<file path="src/core_defs.vh">
// How it works
// - Program fetch port and data port are separate and work in the same cycle.
// - Next instruction is prefetched while the current one executes.
// - Thirty-two eight-bit working registers, one-cycle read and write.
// - ALU reads two registers, computes and writes back in one cycle.
// - Register pairs 26/27, 28/29, 30/31 act as 16-bit data pointers.
// - The pair 30/31 also addresses constant bytes in program memory.
// - ALU ops work register-register, register-immediate and single register.
// - Arithmetic updates the status flags from the result.
// - Decoder accepts one-word and two-word instructions, one word per address.
// - Jumps, calls and branches carry a full 16-bit program address.
// - Calls and interrupts push the return address to the data SRAM stack.
// - Stack pointer is read and written as I/O registers; stack sits in SRAM.
// - Global interrupt enable in status; each source has its own vector.
// - Among pending interrupts the lowest vector wins.
// - 64 I/O addresses, reached by I/O access or data addresses 0x20-0x5F.
// - Five data addressing modes: direct, indirect, displacement, pre-dec, post-inc.
// - Idle sleep halts execution; memories, peripherals and interrupts keep running.
// - Power-down keeps registers and stops all clocks until interrupt or reset.
// - Noise-reduction sleep halts the core and all I/O except the converter.
// - Taking an interrupt clears global enable; interrupt return sets it.
// - Return address push lowers stack pointer by two; return raises it by two.
`ifndef CORE_DEFS_VH
`define CORE_DEFS_VH

// ----------------------------------------------------------------
// Bus register offsets and reset values
// ----------------------------------------------------------------
`define APB_CTRL 8'h00
`define APB_STATUS 8'h04
`define APB_STACK 8'h08
`define CTRL_RUN_BIT 0
`define CTRL_RUN_RESET 1'b1

// ----------------------------------------------------------------
// Data space map and core I/O registers
// ----------------------------------------------------------------
`define IO_BASE 16'h0020
`define IO_SPL 6'h3d
`define IO_SPH 6'h3e
`define IO_SREG 6'h3f

// ----------------------------------------------------------------
// Status register bits, reset values and vectors
// ----------------------------------------------------------------
`define FLAG_C 0
`define FLAG_Z 1
`define FLAG_N 2
`define FLAG_V 3
`define FLAG_S 4
`define FLAG_H 5
`define FLAG_I 7
`define SREG_RESET 8'h00
`define FETCH_RESET 16'h0000
`define VEC_SHIFT 1

// ----------------------------------------------------------------
// Sleep modes
// ----------------------------------------------------------------
`define SLP_IDLE 2'h0
`define SLP_ADC 2'h1
`define SLP_DOWN 2'h2

`endif

</file>
<file path="src/cpu_core_fetch_execute.v">
`timescale 1ns/10ps
`include "core_defs.vh"
module cpu_core_fetch_execute #(
   parameter IRQ_COUNT = 8,
   parameter [15:0] RAM_END = 16'h009f
) (
   input wire SYS_CLK,
   input wire ARST_N,
   output reg [15:0] PM_ADDR,
   input wire [15:0] PM_DATA,
   output reg [15:0] D_ADDR,
   output reg [7:0] D_WDATA,
   output reg D_WE,
   output reg D_RE,
   input wire [7:0] D_RDATA,
   input wire [IRQ_COUNT-1:0] IRQ_REQ,
   output reg [IRQ_COUNT-1:0] IRQ_ACK,
   output reg CPU_HALTED,
   output reg IO_CLK_EN,
   output reg ADC_CLK_EN,
   input wire PSEL,
   input wire PENABLE,
   input wire PWRITE,
   input wire [7:0] PADDR,
   input wire [31:0] PWDATA,
   output reg [31:0] PRDATA,
   output reg PREADY,
   output reg PSLVERR
);

// ----------------------------------------------------------------
// States and opcodes
// ----------------------------------------------------------------
localparam [6:0] S_EXEC = 7'h01;
localparam [6:0] S_LOAD = 7'h02;
localparam [6:0] S_PUSH2 = 7'h04;
localparam [6:0] S_RET1 = 7'h08;
localparam [6:0] S_RET2 = 7'h10;
localparam [6:0] S_LPM = 7'h20;
localparam [6:0] S_SLEEP = 7'h40;

localparam [1:0] MAJ_ALU = 2'h0;
localparam [1:0] MAJ_IMM = 2'h1;
localparam [1:0] MAJ_MEM = 2'h2;
localparam [1:0] MAJ_FLOW = 2'h3;

localparam [3:0] F_JMP = 4'h0;
localparam [3:0] F_CALL = 4'h1;
localparam [3:0] F_RET = 4'h2;
localparam [3:0] F_RETURN_FROM_IRQ_INSTR = 4'h3;
localparam [3:0] F_BR = 4'h4;
localparam [3:0] F_SEI = 4'h5;
localparam [3:0] F_CLI = 4'h6;
localparam [3:0] F_SLEEP = 4'h7;
localparam [3:0] F_IN = 4'h8;
localparam [3:0] F_OUT = 4'h9;
localparam [3:0] F_LPM = 4'ha;

localparam [1:0] D_RF = 2'h0;
localparam [1:0] D_CORE = 2'h1;
localparam [1:0] D_EXT = 2'h2;

// ----------------------------------------------------------------
// Functions
// ----------------------------------------------------------------
// Result in the low byte, new status in the high byte.
function [15:0] alu;
   input [3:0] op;
   input [7:0] a;
   input [7:0] b;
   input [7:0] s;
   reg [8:0] r;
   reg [7:0] f;
   reg [7:0] x;
   reg [7:0] y;
   reg is_add;
   reg is_sub;
   begin
      f = s;
      x = a;
      y = b;
      if (op == 4'h9) begin
         x = 8'h00;
         y = a;
      end
      is_add = (op == 4'h0) || (op == 4'h1);
      is_sub = (op == 4'h2) || (op == 4'h3) || (op == 4'h9);
      case (op)
         4'h0: r = {1'b0, x} + {1'b0, y};
         4'h1: r = {1'b0, x} + {1'b0, y} + {8'h00, s[`FLAG_C]};
         4'h2: r = {1'b0, x} - {1'b0, y};
         4'h3: r = {1'b0, x} - {1'b0, y} - {8'h00, s[`FLAG_C]};
         4'h4: r = {1'b0, a & b};
         4'h5: r = {1'b0, a | b};
         4'h6: r = {1'b0, a ^ b};
         4'h7: r = {1'b0, b};
         4'h8: r = {1'b1, ~a};
         4'h9: r = {1'b0, x} - {1'b0, y};
         4'ha: r = {s[`FLAG_C], a + 8'h01};
         4'hb: r = {s[`FLAG_C], a - 8'h01};
         4'hc: r = {a[0], 1'b0, a[7:1]};
         4'hd: r = {a[0], s[`FLAG_C], a[7:1]};
         4'he: r = {a[0], a[7], a[7:1]};
         default: r = {s[`FLAG_C], a[3:0], a[7:4]};
      endcase
      if (op != 4'h7 && op != 4'hf) begin
         f[`FLAG_C] = r[8];
         f[`FLAG_N] = r[7];
         f[`FLAG_Z] = (r[7:0] == 8'h00);
         if (op == 4'h3)
            f[`FLAG_Z] = s[`FLAG_Z] & (r[7:0] == 8'h00);
         if (is_add) begin
            f[`FLAG_V] = (x[7] & y[7] & ~r[7]) | (~x[7] & ~y[7] & r[7]);
            f[`FLAG_H] = (x[3] & y[3]) | (y[3] & ~r[3]) | (~r[3] & x[3]);
         end else if (is_sub) begin
            f[`FLAG_V] = (x[7] & ~y[7] & ~r[7]) | (~x[7] & y[7] & r[7]);
            f[`FLAG_H] = (~x[3] & y[3]) | (y[3] & r[3]) | (r[3] & ~x[3]);
         end else if (op == 4'ha) begin
            f[`FLAG_V] = (r[7:0] == 8'h80);
         end else if (op == 4'hb) begin
            f[`FLAG_V] = (r[7:0] == 8'h7f);
         end else if (op >= 4'hc) begin
            f[`FLAG_V] = r[7] ^ r[8];
         end else begin
            f[`FLAG_V] = 1'b0;
         end
         f[`FLAG_S] = f[`FLAG_N] ^ f[`FLAG_V];
      end
      alu = {f, r[7:0]};
   end
endfunction

// Sorts a data address into register file, core I/O or outside bus.
function [1:0] dspace;
   input [15:0] a;
   reg [15:0] o;
   begin
      o = a - `IO_BASE;
      if (a < `IO_BASE)
         dspace = D_RF;
      else if (a < `IO_BASE + 16'h0040 && (o[5:0] == `IO_SPL ||
            o[5:0] == `IO_SPH || o[5:0] == `IO_SREG))
         dspace = D_CORE;
      else
         dspace = D_EXT;
   end
endfunction

// ----------------------------------------------------------------
// State
// ----------------------------------------------------------------
reg [7:0] rf [0:31];
reg [6:0] state_reg;
reg [15:0] ir_reg;
reg ir_valid_reg;
reg [15:0] program_counter_reg;
reg [15:0] stack_top_pointer;
reg [15:0] ret_reg;
reg [7:0] ret_hi_reg;
reg return_from_irq_instr_reg;
reg [7:0] sreg_reg;
reg [4:0] ld_rd_reg;
reg lpm_hi_reg;
reg run_reg;

wire [1:0] maj = ir_reg[15:14];
wire [3:0] fop = ir_reg[13:10];
wire [4:0] pi = 5'd26 + {2'b00, ir_reg[10:9], 1'b0};
wire [15:0] pval = {rf[pi + 5'd1], rf[pi]};
wire [15:0] zval = {rf[31], rf[30]};
wire irq_any = |IRQ_REQ;
wire run_ok = (state_reg == S_EXEC) && run_reg && ir_valid_reg;
wire take_irq = run_ok && sreg_reg[`FLAG_I] && irq_any;
wire ex = run_ok && !take_irq;
wire adv = (state_reg == S_EXEC && run_reg && !take_irq) ||
   state_reg == S_PUSH2;

reg is_mem;
reg is_st;
reg two_word;
reg [4:0] m_reg;
reg [15:0] ea;
reg [15:0] io_off;
reg [1:0] cls;
reg [7:0] io_val;
reg pp_en;
reg [15:0] pp_val;
reg alu_en;
reg [3:0] alu_op;
reg [7:0] alu_a;
reg [7:0] alu_b;
reg [4:0] alu_dst;
reg [15:0] alu_out;
reg wr_en;
reg [4:0] wr_idx;
reg [7:0] wr_data;
reg [7:0] irq_idx;
reg [15:0] irq_vec;
reg [IRQ_COUNT-1:0] irq_onehot;
integer i;

// ----------------------------------------------------------------
// Decode and operand path
// ----------------------------------------------------------------
always @* begin
   is_mem = 1'b0;
   is_st = 1'b0;
   two_word = 1'b0;
   m_reg = ir_reg[8:4];
   ea = 16'h0000;
   pp_en = 1'b0;
   pp_val = 16'h0000;
   alu_en = 1'b0;
   alu_op = {ir_reg[10], ir_reg[13:11]};
   alu_a = rf[ir_reg[9:5]];
   alu_b = rf[ir_reg[4:0]];
   alu_dst = ir_reg[9:5];
   case (maj)
      MAJ_ALU: alu_en = 1'b1;
      MAJ_IMM: begin
         alu_en = 1'b1;
         alu_dst = {1'b1, ir_reg[11:8]};
         alu_a = rf[{1'b1, ir_reg[11:8]}];
         alu_b = ir_reg[7:0];
         alu_op = (ir_reg[13:12] == 2'h0) ? 4'h7 :
            (ir_reg[13:12] == 2'h1) ? 4'h2 : {3'b010, ir_reg[12]};
      end
      MAJ_MEM: begin
         is_mem = 1'b1;
         is_st = ir_reg[13];
         if (ir_reg[10:9] == 2'h3) begin
            two_word = 1'b1;
            ea = PM_DATA;
         end else begin
            case (ir_reg[12:11])
               2'h0: ea = pval;
               2'h1: begin
                  ea = pval;
                  pp_en = 1'b1;
                  pp_val = pval + 16'h0001;
               end
               2'h2: begin
                  ea = pval - 16'h0001;
                  pp_en = 1'b1;
                  pp_val = pval - 16'h0001;
               end
               default: ea = pval + {12'h000, ir_reg[3:0]};
            endcase
         end
      end
      default: begin
         if (fop == F_IN || fop == F_OUT) begin
            is_mem = 1'b1;
            is_st = (fop == F_OUT);
            m_reg = {1'b1, ir_reg[9:6]};
            ea = `IO_BASE + {10'h000, ir_reg[5:0]};
         end
         two_word = (fop == F_BR);
      end
   endcase
   io_off = ea - `IO_BASE;
   cls = dspace(ea);
   io_val = (io_off[5:0] == `IO_SPL) ? stack_top_pointer[7:0] :
      (io_off[5:0] == `IO_SPH) ? stack_top_pointer[15:8] : sreg_reg;
   alu_out = alu(alu_op, alu_a, alu_b, sreg_reg);
   wr_en = 1'b0;
   wr_idx = alu_dst;
   wr_data = alu_out[7:0];
   if (state_reg == S_LOAD) begin
      wr_en = 1'b1;
      wr_idx = ld_rd_reg;
      wr_data = D_RDATA;
   end else if (state_reg == S_LPM) begin
      wr_en = 1'b1;
      wr_idx = ld_rd_reg;
      wr_data = lpm_hi_reg ? PM_DATA[15:8] : PM_DATA[7:0];
   end else if (ex && alu_en) begin
      wr_en = 1'b1;
   end else if (ex && is_mem && !is_st && cls != D_EXT) begin
      wr_en = 1'b1;
      wr_idx = m_reg;
      wr_data = (cls == D_RF) ? rf[ea[4:0]] : io_val;
   end
end

// ----------------------------------------------------------------
// Interrupt priority
// ----------------------------------------------------------------
always @* begin
   irq_idx = 8'h00;
   for (i = IRQ_COUNT - 1; i >= 0; i = i - 1)
      if (IRQ_REQ[i])
         irq_idx = i[7:0];
   irq_vec = ({8'h00, irq_idx} + 16'h0001) << `VEC_SHIFT;
   irq_onehot = {{(IRQ_COUNT-1){1'b0}}, 1'b1} << irq_idx;
end

// ----------------------------------------------------------------
// Register file
// ----------------------------------------------------------------
// Left without reset on purpose, so it maps onto plain storage.
always @(posedge SYS_CLK) begin
   if (wr_en)
      rf[wr_idx] <= wr_data;
   if (ex && pp_en) begin
      rf[pi] <= pp_val[7:0];
      rf[pi + 5'd1] <= pp_val[15:8];
   end
end

// ----------------------------------------------------------------
// Sequencer
// ----------------------------------------------------------------
always @(posedge SYS_CLK or negedge ARST_N) begin
   if (!ARST_N) begin
      state_reg <= S_EXEC;
      PM_ADDR <= `FETCH_RESET;
      ir_reg <= 16'h0000;
      ir_valid_reg <= 1'b0;
      program_counter_reg <= `FETCH_RESET;
      stack_top_pointer <= RAM_END;
      ret_reg <= 16'h0000;
      ret_hi_reg <= 8'h00;
      return_from_irq_instr_reg <= 1'b0;
      sreg_reg <= `SREG_RESET;
      ld_rd_reg <= 5'h00;
      lpm_hi_reg <= 1'b0;
      D_ADDR <= 16'h0000;
      D_WDATA <= 8'h00;
      D_WE <= 1'b0;
      D_RE <= 1'b0;
      IRQ_ACK <= {IRQ_COUNT{1'b0}};
      CPU_HALTED <= 1'b0;
      IO_CLK_EN <= 1'b1;
      ADC_CLK_EN <= 1'b1;
   end else begin
      D_WE <= 1'b0;
      D_RE <= 1'b0;
      IRQ_ACK <= {IRQ_COUNT{1'b0}};
      // Fetch runs beside execute on its own port.
      if (adv) begin
         ir_reg <= PM_DATA;
         program_counter_reg <= PM_ADDR;
         PM_ADDR <= PM_ADDR + 16'h0001;
         ir_valid_reg <= 1'b1;
      end
      case (state_reg)
         S_EXEC: begin
            if (take_irq) begin
               ir_valid_reg <= 1'b0;
               PM_ADDR <= irq_vec;
               sreg_reg[`FLAG_I] <= 1'b0;
               IRQ_ACK <= irq_onehot;
               ret_reg <= program_counter_reg;
               D_ADDR <= stack_top_pointer;
               D_WDATA <= program_counter_reg[7:0];
               D_WE <= 1'b1;
               state_reg <= S_PUSH2;
            end else if (ex) begin
               if (alu_en)
                  sreg_reg <= alu_out[15:8];
               if (two_word)
                  ir_valid_reg <= 1'b0;
               if (is_mem && cls == D_EXT) begin
                  D_ADDR <= ea;
                  if (is_st) begin
                     D_WDATA <= rf[m_reg];
                     D_WE <= 1'b1;
                  end else begin
                     D_RE <= 1'b1;
                     ld_rd_reg <= m_reg;
                     state_reg <= S_LOAD;
                  end
               end else if (is_mem && is_st && cls == D_CORE) begin
                  if (io_off[5:0] == `IO_SPL)
                     stack_top_pointer[7:0] <= rf[m_reg];
                  else if (io_off[5:0] == `IO_SPH)
                     stack_top_pointer[15:8] <= rf[m_reg];
                  else
                     sreg_reg <= rf[m_reg];
               end
               if (maj == MAJ_FLOW) begin
                  case (fop)
                     F_JMP: begin
                        PM_ADDR <= PM_DATA;
                        ir_valid_reg <= 1'b0;
                     end
                     F_CALL: begin
                        PM_ADDR <= PM_DATA;
                        ir_valid_reg <= 1'b0;
                        ret_reg <= program_counter_reg + 16'h0002;
                        D_ADDR <= stack_top_pointer;
                        D_WDATA <= program_counter_reg[7:0] + 8'h02;
                        D_WE <= 1'b1;
                        state_reg <= S_PUSH2;
                     end
                     F_RET, F_RETURN_FROM_IRQ_INSTR: begin
                        ir_valid_reg <= 1'b0;
                        return_from_irq_instr_reg <= (fop == F_RETURN_FROM_IRQ_INSTR);
                        D_ADDR <= stack_top_pointer + 16'h0001;
                        D_RE <= 1'b1;
                        state_reg <= S_RET1;
                     end
                     F_BR: begin
                        if (sreg_reg[ir_reg[2:0]] == ir_reg[9])
                           PM_ADDR <= PM_DATA;
                     end
                     F_SEI: sreg_reg[`FLAG_I] <= 1'b1;
                     F_CLI: sreg_reg[`FLAG_I] <= 1'b0;
                     F_SLEEP: begin
                        CPU_HALTED <= 1'b1;
                        IO_CLK_EN <= (ir_reg[1:0] == `SLP_IDLE);
                        ADC_CLK_EN <= (ir_reg[1:0] != `SLP_DOWN);
                        state_reg <= S_SLEEP;
                     end
                     F_LPM: begin
                        PM_ADDR <= {1'b0, zval[15:1]};
                        lpm_hi_reg <= zval[0];
                        ld_rd_reg <= ir_reg[4:0];
                        state_reg <= S_LPM;
                     end
                     default: begin
                     end
                  endcase
               end
            end
         end
         S_LOAD: state_reg <= S_EXEC;
         S_PUSH2: begin
            D_ADDR <= stack_top_pointer - 16'h0001;
            D_WDATA <= ret_reg[15:8];
            D_WE <= 1'b1;
            stack_top_pointer <= stack_top_pointer - 16'h0002;
            state_reg <= S_EXEC;
         end
         S_RET1: begin
            ret_hi_reg <= D_RDATA;
            D_ADDR <= stack_top_pointer + 16'h0002;
            D_RE <= 1'b1;
            state_reg <= S_RET2;
         end
         S_RET2: begin
            PM_ADDR <= {ret_hi_reg, D_RDATA};
            stack_top_pointer <= stack_top_pointer + 16'h0002;
            if (return_from_irq_instr_reg)
               sreg_reg[`FLAG_I] <= 1'b1;
            state_reg <= S_EXEC;
         end
         S_LPM: begin
            PM_ADDR <= program_counter_reg + 16'h0001;
            state_reg <= S_EXEC;
         end
         S_SLEEP: begin
            // Any request wakes; it is served only if enabled.
            if (irq_any) begin
               CPU_HALTED <= 1'b0;
               IO_CLK_EN <= 1'b1;
               ADC_CLK_EN <= 1'b1;
               state_reg <= S_EXEC;
            end
         end
         default: state_reg <= S_EXEC;
      endcase
   end
end

// ----------------------------------------------------------------
// Bus slave
// ----------------------------------------------------------------
// One wait state: data are set up, then taken at the ready edge.
always @(posedge SYS_CLK or negedge ARST_N) begin
   if (!ARST_N) begin
      PRDATA <= 32'h00000000;
      PREADY <= 1'b0;
      PSLVERR <= 1'b0;
      run_reg <= `CTRL_RUN_RESET;
   end else if (PSEL && PENABLE && !PREADY) begin
      PREADY <= 1'b1;
      PSLVERR <= 1'b0;
      case (PADDR)
         `APB_CTRL: PRDATA <= {31'h00000000, run_reg};
         `APB_STATUS: PRDATA <= {program_counter_reg, sreg_reg,
            6'h00, CPU_HALTED, run_reg};
         `APB_STACK: PRDATA <= {16'h0000, stack_top_pointer};
         default: begin
            PRDATA <= 32'h00000000;
            PSLVERR <= 1'b1;
         end
      endcase
   end else begin
      if (PSEL && PENABLE && PREADY && PWRITE && PADDR == `APB_CTRL)
         run_reg <= PWDATA[`CTRL_RUN_BIT];
      PREADY <= 1'b0;
      PSLVERR <= 1'b0;
   end
end

endmodule

</file>
<file path="config.mk">
export PLATFORM = sky130hd
export DESIGN_NAME = cpu_core_fetch_execute
export DESIGN_NICKNAME = d
export VERILOG_FILES = /design/src/cpu_core_fetch_execute.v
export VERILOG_INCLUDE_DIRS = /design/src /design/src/src
export SDC_FILE = /design/constraint.sdc
export NUM_CORES = 2
export LEC_CHECK = 0
export BUFFER_PORTS_ARGS = -buffer_cell sky130_fd_sc_hd__buf_4
export CORE_MARGIN = 2
export CORE_UTILIZATION = 35
export CTS_CLUSTER_DIAMETER = 150
export DETAILED_ROUTE_END_ITERATION = 16
export GPL_TIMING_DRIVEN = 0
export PLACE_DENSITY = 0.57
export SYNTH_ARGS = -nofsm -noshare
export SYNTH_HDL_FRONTEND = slang
export SYNTH_SLANG_ARGS = --single-unit
export TNS_END_PERCENT = 50
</file>
<file path="constraint.sdc">
create_clock -name SYS_CLK -period 7.6 [get_ports SYS_CLK]
set_input_delay 0.76 -clock SYS_CLK [delete_from_list [all_inputs] [get_ports SYS_CLK]]
set_output_delay 0.76 -clock SYS_CLK [all_outputs]
set_load 0.005 [all_outputs]
</file>
==> results.toml <==
[status]
status = "finished, violations left"
violations = "max-capacitance violations, max-slew violations, negative setup slack"

[finish]
drive_gt1_share_pct = 20.1
largestRegisters = "rf: 256 flops, PRDATA: 32 flops"
area_growth_pct = 20.7
largest_register_ffs = 256
largest-register = "rf"
fillers = 10700
nets = 4786

[global_route]
grt_pass1_vias = 38800
grt_first_pass_wirelength_mm = 332
grt_overflow = 0
grt_usage_pct = 43.5
grt_max_degree = 106
antenna_found_initial = 25

[setup_path]
r2r-end = "alu.s[7]"
crit_slowest_cell = "clkbuf_1"
arrival_ns = 8.67
cp_max_fo = 10
crit_top_cell = "clkbuf_1"
worstPathRequired_ns = 8.21
cp-startpoint = "ir_reg[12]"
critical_path.max_stage_delay_ns = 1.06
critPathBufInv = 6
worstPathCellList = "clkbuf_1 > inv_1 > ha_1 > and4b_1 > clkbuf_1 > mux2_2 > clkbuf_1 > clkbuf_1 > buf_1 > nand2_1 > nand3_1 > a311oi_1 > nor3_1 > a21oi_1 > nor2_1 > a31oi_1 > a211oi_1"
cp-start-kind = "flip-flop"
critPathTopFamily = "buffers and inverters"
rrSetupSlack_ns = -0.46
r2r_start = "ir_reg[12]"
reg2reg_depth = 17
setup.worst_path.end_class = "flip-flop"
worstSetupPathType = "reg -> reg"

[logic_synthesis]
synth_nets = 4478
seq_area_frac_synth_pct = 32.2
synth_top_area_share_pct = 20.5
synth_top_cell_by_area = "edfxtp_1"
synthCells = 4319
yosysMostFrequentCell = "nand2_1"
yosys_warnings = 0
async_flop_share_pct = 40.6
synth_cell_types = 111
yosys-top-cells-area = "edfxtp_1 (20%), dfrtp_1 (11%), mux4_2 (9.4%)"
synthTopCellsByCount = "nand2_1 (881), edfxtp_1 (256), nor2_1 (256)"
syn_area_per_cell_um2 = 8.70
synth_seq_cells = 431
synth_edf_count = 256
netlist_area_um2 = 37600
synth_ff_type = "edfxtp_1"

[clock_network]
cts_tree = "yes"
clk_latency_ns = 0.71
path_clk_slew_ns = 0.07
root_buffer = "clkbuf_16"
htree_levels = 2
cts.sink_count = 431
cts_max_path_buffers = 3
cts_made_buffers = 51

[worst_hold_path]
worstHoldPathType = "in -> async"

[floorplanning]
core_um2 = 107000
row_count = 120
die-area_um2 = 110000
start_util_pct = 35.2
die_h_um = 332
die_x_um = 332
io-pin-count = 164

[sta]
slew_headroom_pct = -11.2
tightest_slew_ns = 1.67
clock_skew_ns = 0.0695
setup_slack_ns = -0.461
period_share_pct = 106
slew_viol_final = 44
hold_ws_ns = 0.0153
setup_violations = 84
setup_tns_ns = -7.77
grt_setup_unrepaired = "yes"
fin_crit_ns = 8.06
maxClockFrequency_mhz = 124
hold_viol = 0

[power]
p_seq_share_pct = 32.0
power.share.switching_pct = 37.8
p_total_mw = 8.58
p_per_area_nw_per_um2 = 189
clkPwrFrac_pct = 31.3
p_switching_mw = 3.25
vdd_ir_drop_max_mv = 0.183
leakage_nw = 17.1
p_int_mw = 5.34
comb_power_share_pct = 36.7

[route]
postRouteAntennaNets = 0
drc = 0
dr.pass1.iters = 8
drt_iter0_drc = 7500
wl_mm = 249
routedWlPerCell_um = 40.9
vias = 42500
routed_via_density = 6.98

[place]
gp_congestion = 1.09
hpwl_mm = 186
port_buffers = 132

[run]
drv_cap = 4
-- worst max-delay path by stage --
stage | end | cells after the start
after CTS | rf[24][6] | 25
after global placement | rf[17][2] | 29
after detailed placement | rf[24][6] | 24
after floorplan | rf[20][0] | 28
final | alu.s[7] | 17
after global routing | rf[22][1] | 32
-- cells by family (layout without fill, tap and decap cells) --
family / Yosys count / count (layout) / share of synthesized area (%)
other: 0 / 10 / 0
multiplexers: 441 / 441 / 17.2
AND/OR/NAND/NOR: 1733 / 1733 / 20.8
AO/OA/AOI/OAI: 1058 / 1058 / 19.3
buffers and inverters: 471 / 819 / 5.17
adder cells (fa/ha/maj): 82 / 82 / 2.81
XOR/XNOR: 103 / 103 / 2.47
flip-flops: 431 / 431 / 32.2
-- per-layer routing --
layer | share of wire (%) | vias to the layer above | global-route usage [%]
li1 | - | 16800 | -
met1 | 37 | 21000 | 54.3
met2 | 41 | 3632 | 62.1
met3 | 14 | 1011 | 15.2
met4 | 8.9 | 26 | 31.4
met5 | 0.20 | - | 1.30
-- cells in the final DEF (no fill, tap or decap), types with 61 or more instances in the layout --
master      n
nand2_1   874
buf_4     263
edfxtp_1  256
nor2_1    245
mux2i_1   208
nand3_1   200
o21ai_0   195
a21oi_1   186
clkbuf_1  183
dfrtp_1   158
mux4_2    156
inv_1     106
and3_1    106
a22oi_1    87
ha_1       76
a31oi_1    61
-- power groups by stage --
stage	clock (mW)	combinational [mW]	sequential, mW
detailed placement	0	2.61	2.79
CTS	2.70	2.89	2.74
finish	2.69	3.15	2.74
global placement	0	2.57	2.79
floorplan	0	1.54	2.78
global route	2.78	3.23	2.74
-- per-stage QoR --
stage / worst slack (ns) / util [%] / instances / instance area [um^2]
final: -0.461 / 42.5 / 6080 / 45300
after global routing: -0.0571 / 42.4 / 6071 / 45300
after CTS: 0.00230 / 41.8 / 6039 / 44600
after detailed placement: -4.24 / 38.3 / 5887 / 40900
after global placement: -4.28 / 37.8 / 5854 / 40300
after floorplan: 0.499 / - / 4319 / 37600
-- what timing repair did --
item	in CTS	in global routing
buffers inserted	64	31
cloned	1	2
pin swaps	52	19
hold buffers	0	0
resized for setup	413	109
setup endpoints to repair	571	484
-- worst register-to-register path: cells and delay by family (launching register included) --
| family | cells | cell delay, ns |
|---|---|---|
| fa+ha+maj | 1 | 0.31 |
| mux | 1 | 0.37 |
| compound gates | 4 | 0.83 |
| buf+inv | 6 | 4.51 |
| simple gates | 5 | 1.41 |
| flops | 1 | 0.59 |
-- area by class of cell --
class                           count  area [um^2]  share of cell area (%)
Multi-Input combinational cell   3417        25000                    55.1
Timing Repair Buffer              262         2190                    4.84
Timing Repair inverter              1         7.51                  0.0166
Tap cell                         1403         1760                    3.87
Clock inverter                     34          418                   0.922
Sequential cell                   431        12100                    26.7
Buffer                            345         2040                    4.50
Antenna cell                       10         25.0                  0.0552
Clock buffer                       59         1370                    3.03
Inverter                          118          472                    1.04
Power figures use the tool's default switching activity.
